## config.mk

```make
export PLATFORM = sky130hd
export DESIGN_NAME = sls_status_led_sequencer
export DESIGN_NICKNAME = d
export VERILOG_FILES = /design/src/core/sls_flash_div.v /design/src/core/sls_status_led_sequencer.v
export VERILOG_INCLUDE_DIRS = /design/src /design/src/core
export SDC_FILE = /design/constraint.sdc
export NUM_CORES = 1
export LEC_CHECK = 0
export BUFFER_PORTS_ARGS = -buffer_cell sky130_fd_sc_hd__buf_2
export CORE_AREA = 2 2 96 98
export DETAILED_ROUTE_END_ITERATION = 7
export DIE_AREA = 0 0 98 100
export MAX_ROUTING_LAYER = met4
export PLACE_DENSITY = 0.8
export SLEW_MARGIN = 0
export SYNTH_ARGS = -nofsm -noshare
export SYNTH_HDL_FRONTEND = slang
export SYNTH_SLANG_ARGS = --single-unit
```

## constraint.sdc

```tcl
create_clock -name core_clk -period 4.8 [get_ports core_clk]
set_clock_uncertainty 0.15 [all_clocks]
set_input_delay 0.72 -clock core_clk [delete_from_list [all_inputs] [get_ports core_clk]]
set_output_delay 0.72 -clock core_clk [all_outputs]
set_load 0.02 [all_outputs]
```

## src/core/sls_defines.vh

```
// Purpose: constants for the status indicator sequencer
// Assumes: 25 MHz core clock
// Notes:   phase codes select the indicator pattern
`ifndef SLS_DEFINES_VH
`define SLS_DEFINES_VH

`define SLS_CLK_HZ        25000000
`define SLS_FLASH_SLOW_HZ 1
`define SLS_FLASH_FAST_HZ 2
// half period in cycles: toggle twice per flash period
`define SLS_SLOW_HALF     (`SLS_CLK_HZ / (2 * `SLS_FLASH_SLOW_HZ))
`define SLS_FAST_HALF     (`SLS_CLK_HZ / (2 * `SLS_FLASH_FAST_HZ))
// asynchronous orange flash offset: quarter of a fast period
`define SLS_ASYNC_OFS     (`SLS_FAST_HALF / 2)

// phase codes
`define SLS_PH_OFF        4'h0
`define SLS_PH_POWER      4'h1
`define SLS_PH_BOOTING    4'h2
`define SLS_PH_BOOTED     4'h3
`define SLS_PH_ENUM_WAIT  4'h4
`define SLS_PH_ENUM_USB2  4'h5
`define SLS_PH_ENUM_USB3  4'h6
`define SLS_PH_STOP       4'h7
`define SLS_PH_ERROR      4'h8
`define SLS_PH_RUN        4'h9

// indicator function select per lamp
`define SLS_FN_DEFAULT    2'h0
`define SLS_FN_GPO        2'h1
`define SLS_FN_OFF        2'h2
`define SLS_FN_ON         2'h3

`endif

```

## src/core/sls_flash_div.v

```verilog
// Purpose: free-running divider giving a square flash wave
// Assumes: clock synchronous, reset already synchronised
// Notes:   wave toggles every HALF cycles; OFS preloads the count
`timescale 1ns/1ns
`default_nettype none
module sls_flash_div #(
  parameter integer HALF = 12500000,
  parameter integer OFS  = 0
) (
  // clock and reset
  input  wire clk,
  input  wire rst_n,
  // flash output
  output reg  wave_ff
);
  localparam [31:0] LAST  = HALF - 1;
  localparam [31:0] START = OFS;
  reg  [31:0] cnt_ff;
  wire        wrap = (cnt_ff == LAST);

  always @(posedge clk or negedge rst_n) begin
    if (!rst_n) begin
      cnt_ff  <= START;
      wave_ff <= 1'b0;
    end else if (wrap) begin
      cnt_ff  <= 32'h0;
      wave_ff <= ~wave_ff;
    end else begin
      cnt_ff  <= cnt_ff + 32'h1;
    end
  end
endmodule
`default_nettype wire

```

## src/core/sls_status_led_sequencer.v

```verilog
// Purpose: drives the four rear status lamps of the camera
// Assumes: phase and configuration inputs synchronous to core_clk
// Notes:   lamp order is red, green, blue, orange (bit 0..3)
// Operation
// after power-on: red on, green exposure, blue frame, orange connection
// each lamp may be reassigned like a general output line
// boot: power red; booting green+blue 2 Hz; finished red+orange
// enumeration wait red 1 Hz; USB2 orange 2 Hz; USB3 orange steady
// stop: red+orange 2 Hz; error: red 2 Hz, orange flashing offset; here orange flashes unshifted with half period FAST_HALF + ASYNC_OFS
// after host open: red on, green exposure, blue frame, orange on
// flash rates come from reset-cleared free-running clock dividers
`timescale 1ns/1ns
`default_nettype none
`include "sls_defines.vh"
module sls_status_led_sequencer #(
  parameter integer SLOW_HALF = `SLS_SLOW_HALF,
  parameter integer FAST_HALF = `SLS_FAST_HALF,
  parameter integer ASYNC_OFS = `SLS_ASYNC_OFS
) (
  // clock and reset
  input  wire       core_clk,
  input  wire       rst_n,
  // device phase
  input  wire [3:0] phase,
  input  wire       host_device_open_call,
  // default sources
  input  wire       exposure_active,
  input  wire       frame_active,
  input  wire       connection_up,
  // per-lamp configuration, two bits per lamp
  input  wire [7:0] lamp_func,
  input  wire [3:0] lamp_gpo,
  // lamps
  output reg  [3:0] lamp_ff
);
  ////////////////////////////////////////////////////////////////
  // reset release
  reg rst_s1_ff;
  reg rst_s2_ff;
  always @(posedge core_clk or negedge rst_n) begin
    if (!rst_n) begin
      rst_s1_ff <= 1'b0;
      rst_s2_ff <= 1'b0;
    end else begin
      rst_s1_ff <= 1'b1;
      rst_s2_ff <= rst_s1_ff;
    end
  end
  wire srst_n = rst_s2_ff;

  ////////////////////////////////////////////////////////////////
  // flash sources
  wire slow_w;
  wire fast_w;
  wire async_w;
  sls_flash_div #(.HALF(SLOW_HALF), .OFS(0)) u_slow (
    .clk     (core_clk),
    .rst_n   (srst_n),
    .wave_ff (slow_w)
  );
  sls_flash_div #(.HALF(FAST_HALF), .OFS(0)) u_fast (
    .clk     (core_clk),
    .rst_n   (srst_n),
    .wave_ff (fast_w)
  );
  sls_flash_div #(.HALF(FAST_HALF + ASYNC_OFS), .OFS(0)) u_async (
    .clk     (core_clk),
    .rst_n   (srst_n),
    .wave_ff (async_w)
  );

  ////////////////////////////////////////////////////////////////
  // host-open latch, cleared on leaving run
  // only an open seen while in run counts
  reg opened_ff;
  always @(posedge core_clk or negedge srst_n) begin
    if (!srst_n) begin
      opened_ff <= 1'b0;
    end else if (phase != `SLS_PH_RUN) begin
      opened_ff <= 1'b0;
    end else if (host_device_open_call) begin
      opened_ff <= 1'b1;
    end
  end

  ////////////////////////////////////////////////////////////////
  // run-time defaults, bit order orange, blue, green, red
  wire [3:0] pwr_dflt  = {connection_up, frame_active, exposure_active, 1'b1};
  wire [3:0] open_dflt = {1'b1, frame_active, exposure_active, 1'b1};
  wire [3:0] run_dflt  = opened_ff ? open_dflt : pwr_dflt;

  ////////////////////////////////////////////////////////////////
  // default functions and phase patterns, one lamp per line
  reg        red;
  reg        green;
  reg        blue;
  reg        orange;
  reg        use_cfg;
  wire [3:0] dflt = {orange, blue, green, red};

  always @* begin
    use_cfg = 1'b0;
    case (phase)
      `SLS_PH_OFF: begin
        red    = 1'b0;
        green  = 1'b0;
        blue   = 1'b0;
        orange = 1'b0;
      end

      `SLS_PH_POWER: begin
        red    = 1'b1;
        green  = 1'b0;
        blue   = 1'b0;
        orange = 1'b0;
      end

      `SLS_PH_BOOTING: begin
        red    = 1'b0;
        green  = fast_w;
        blue   = fast_w;
        orange = 1'b0;
      end

      `SLS_PH_BOOTED: begin
        red    = 1'b1;
        green  = 1'b0;
        blue   = 1'b0;
        orange = 1'b1;
      end

      `SLS_PH_ENUM_WAIT: begin
        red    = slow_w;
        green  = 1'b0;
        blue   = 1'b0;
        orange = 1'b0;
      end

      `SLS_PH_ENUM_USB2: begin
        red    = 1'b0;
        green  = 1'b0;
        blue   = 1'b0;
        orange = fast_w;
      end

      `SLS_PH_ENUM_USB3: begin
        red    = 1'b0;
        green  = 1'b0;
        blue   = 1'b0;
        orange = 1'b1;
      end

      `SLS_PH_STOP: begin
        red    = fast_w;
        green  = 1'b0;
        blue   = 1'b0;
        orange = fast_w;
      end

      `SLS_PH_ERROR: begin
        red    = fast_w;
        green  = 1'b0;
        blue   = 1'b0;
        orange = async_w;
      end

      `SLS_PH_RUN: begin
        use_cfg = 1'b1;
        red     = run_dflt[0];
        green   = run_dflt[1];
        blue    = run_dflt[2];
        orange  = run_dflt[3];
      end

      default: begin
        red    = 1'b0;
        green  = 1'b0;
        blue   = 1'b0;
        orange = 1'b0;
      end
    endcase
  end

  ////////////////////////////////////////////////////////////////
  // per-lamp override, only honoured in run
  wire [3:0] nxt_lamp;
  genvar i;
  generate
    for (i = 0; i < 4; i = i + 1) begin : g_lamp
      wire [1:0] fn = lamp_func[2*i+1:2*i];
      reg        cfg_bit;
      always @* begin
        case (fn)
          `SLS_FN_GPO: cfg_bit = lamp_gpo[i];
          `SLS_FN_OFF: cfg_bit = 1'b0;
          `SLS_FN_ON:  cfg_bit = 1'b1;
          default:     cfg_bit = dflt[i];
        endcase
      end
      assign nxt_lamp[i] = use_cfg ? cfg_bit : dflt[i];
    end
  endgenerate

  ////////////////////////////////////////////////////////////////
  // lamp drive register
  always @(posedge core_clk or negedge srst_n) begin
    if (!srst_n) begin
      lamp_ff <= 4'h0;
    end else begin
      lamp_ff <= nxt_lamp;
    end
  end
endmodule
`default_nettype wire

```

==> results.yml <==
run_status:
  status: "complete, no violations"
timing:
  tightestPinTransition_ns: 1.06
  setup_viol: 0
  rsz0062_at_grt: "false"
  fin_hold_ws_ns: 0.214
  fin_crit_sh: 0.546
  slew_violations: 0
  finalWorstSetupSlack_ns: 2.18
  setup_tns_ns: 0
  hold_viol_final: 0
  slew_headroom: 0.287
  layout_min_cycle_time_ns: 2.62
  fmax_mhz: 381
yosys:
  synth-async-reset-ratio: 1.00
  ys_seq_area_frac: 0.518
  syn_nets: 519
  synth_fa_ha_area_frac: 0.00733
  yosys-mux-area-fraction: 0.00806
  synth.distinct_cells: 49
  synthSimpleGateAreaFrac: 0.280
  synth_top_family_by_area: "simple AND/OR/NAND/NOR gates"
  synth_edf_count: 0
  dominantRegCellSynth: "dfrtp_1"
  avgSynthCellArea_um2: 10.4
  ys_seq_elements: 106
  synth-xor-area-share: 0.144
  netlist_area_mm2: 0.00512
  synthCells: 494
  yosys_warnings: 0
  synth-compound-area-share: 0.0315
route:
  num_vias: 3713
  ant_nets: 0
  drt_iter0_drc: 168
  vias_per_cell: 5.77
  postRouteWirelength_um: 9560
  wl_per_cell_um: 14.9
  dr.pass1.iters: 4
  route.detailed.drc: 0
die:
  initial_core_util: 0.576
  die-area_mm2: 0.00980
  io_pins: 26
  core_area_mm2: 0.00889
  fp.dieW_um: 98
  die-height_um: 100
  num_rows: 35
critical_path:
  critPathLaunch: "u_async.cnt_ff[0]"
  worst_setup_path_start_kind: "flop"
  required_ns: 4.90
  crit_fanout: 13
  r2r_start: "u_async.cnt_ff[0]"
  endpoint_kind: "flop"
  critPathKind: "flop to flop"
  crit_arrival_ns: 2.72
cells_and_area:
  fin_area_mm2: 0.00558
  area_growth_pct: 8.97
  diodes: 0
  mostFrequentLayoutCells: "105 x dfrtp_1, 59 x nor2_1, 47 x nand2_1"
  nFillCells: 723
  seq_area_mm2: 0.00266
  nNetsFinal: 552
  final_common_cell: "dfrtp_1"
  drive_gt1_frac: 0.105
  multi_input_area_mm2: 0.00241
placed_design:
  gp_congestion: 0.844
  dp_hpwl_um: 6650
  dp_slack_ns: 2.19
  post_dp_cell_area_mm2: 0.00537
  portBuffers: 25
power_and_ir_drop:
  irDropWorstVdd_uv: 145
  power_per_cell_area_mw_per_mm2: 269
  power.leakage_nw: 2.67
global_routing:
  antenna_found_initial: 0
  grt.total_usage: 0.214
  grt_pass1_vias: 3662
  grt_max_degree: 65
  grt_pass1_wl_um: 16800
  overflow: 0
clock_tree:
  clock_sinks: 106
  clkTransAtPathRegs_ns: 0.10
  cts_tree: "yes"
  cts_buffer_depth: 2
  h-tree-depth: 3
  cts_buffers: 9
  post_cts_buffers: 0
  clk_latency_ns: 0.37
  cts_root_buffer: "clkbuf_8"
min_path:
  worstHoldPathType: "flop to flop"
  min_from: "rst_s1_ff"
run:
  maxCapViolations: 0
layer usage:
layer	GRT usage	vias up	wire length, µm
met2	0.330	85	4520
met4	0.0791	0	116
li1	-	1804	-
met5	-	-	0
met3	0.0334	9	357
met1	0.290	1815	4560
timing repair:
action / in CTS / in global routing
hold buffers: 1 / 0
endpoints found under the hold margin: 2 / 0
resized for setup: 0 / 0
state kept, by name (all words and copies together), names as in the netlist:
register / cells
lamp_ff: 4
opened_ff: 1
rst_s1_ff: 1
rst_s2_ff: 1
u_async.cnt_ff: 32
u_async.wave_ff: 1
u_fast.cnt_ff: 32
u_fast.wave_ff: 1
u_slow.cnt_ff: 32
u_slow.wave_ff: 1
power breakdown:
part | switching, mW | internal [mW]
clock | 0.307 | 0.259
combinational | 0.0193 | 0.0127
sequential | 0.0104 | 0.895
total | 0.337 | 1.17
synthesized netlist by cell type (4+ instances only):
library cell,number,share of area
a21oi_1,11,0.011
and3_1,21,0.026
and4_1,6,0.010
dfrtp_1,106,0.52
inv_1,7,0.0051
nand2_1,47,0.034
nand3_1,40,0.039
nand4_1,25,0.031
nor2_1,59,0.043
nor3_1,7,0.0068
nor4_1,14,0.017
o21ai_0,7,0.0068
or3_1,4,0.0049
or4_1,4,0.0059
xnor2_1,39,0.067
xor2_1,45,0.077
final timing paths:
kind | end | slack (ns) | depth (start not counted)
worst max-delay path | u_async.cnt_ff[23] | 2.18 | 6
worst min-delay path | rst_s2_ff | 0.21 | 0
worst max register to register | u_async.cnt_ff[23] | 2.18 | 6
worst min register to register | rst_s2_ff | 0.21 | 0
max in group asynchronous | u_slow.cnt_ff[11] | 3.20 | 1
min in group asynchronous | u_fast.cnt_ff[26] | 0.28 | 0
metrics by stage:
| stage | instances | utilization | power (mW) |
|---|---|---|---|
| 2_1_floorplan | 494 | - | 0.936 |
| 3_5_place_dp | 626 | 0.604 | 0.956 |
| 6_report | 643 | 0.628 | 1.50 |
| 3_3_place_gp | 626 | 0.604 | 0.954 |
| 5_1_grt | 643 | 0.628 | 1.55 |
| 4_1_cts | 643 | 0.628 | 1.52 |
kinds of logic after synthesis:
| kind of cell | count (synthesis) |
|---|---|
| flip-flops | 106 |
| adder cells (fa/ha/maj) | 3 |
| XOR/XNOR | 84 |
| AO/OA/AOI/OAI | 27 |
| AND/OR/NAND/NOR | 257 |
| multiplexers | 4 |
| buffers and inverters | 12 |
| other | 1 |
worst max-delay path: stages (launching register included):
cell	delay, ns
dfrtp_1	0.44
ha_1	0.30
and3_1	0.24
nand4_1	0.16
nor4_2	0.95
nand3b_1	0.20
o21ai_0	0.07
final cells by class:
cell class / count / area share
Sequential cell: 106 / 0.476
Multi-Input combinational cell: 376 / 0.432
Timing Repair Buffer: 27 / 0.0256
Clock buffer: 11 / 0.0253
Tap cell: 111 / 0.0249
Clock inverter: 5 / 0.0110
Inverter: 7 / 0.00471
No activity file was read; power rests on OpenSTA's default activity.
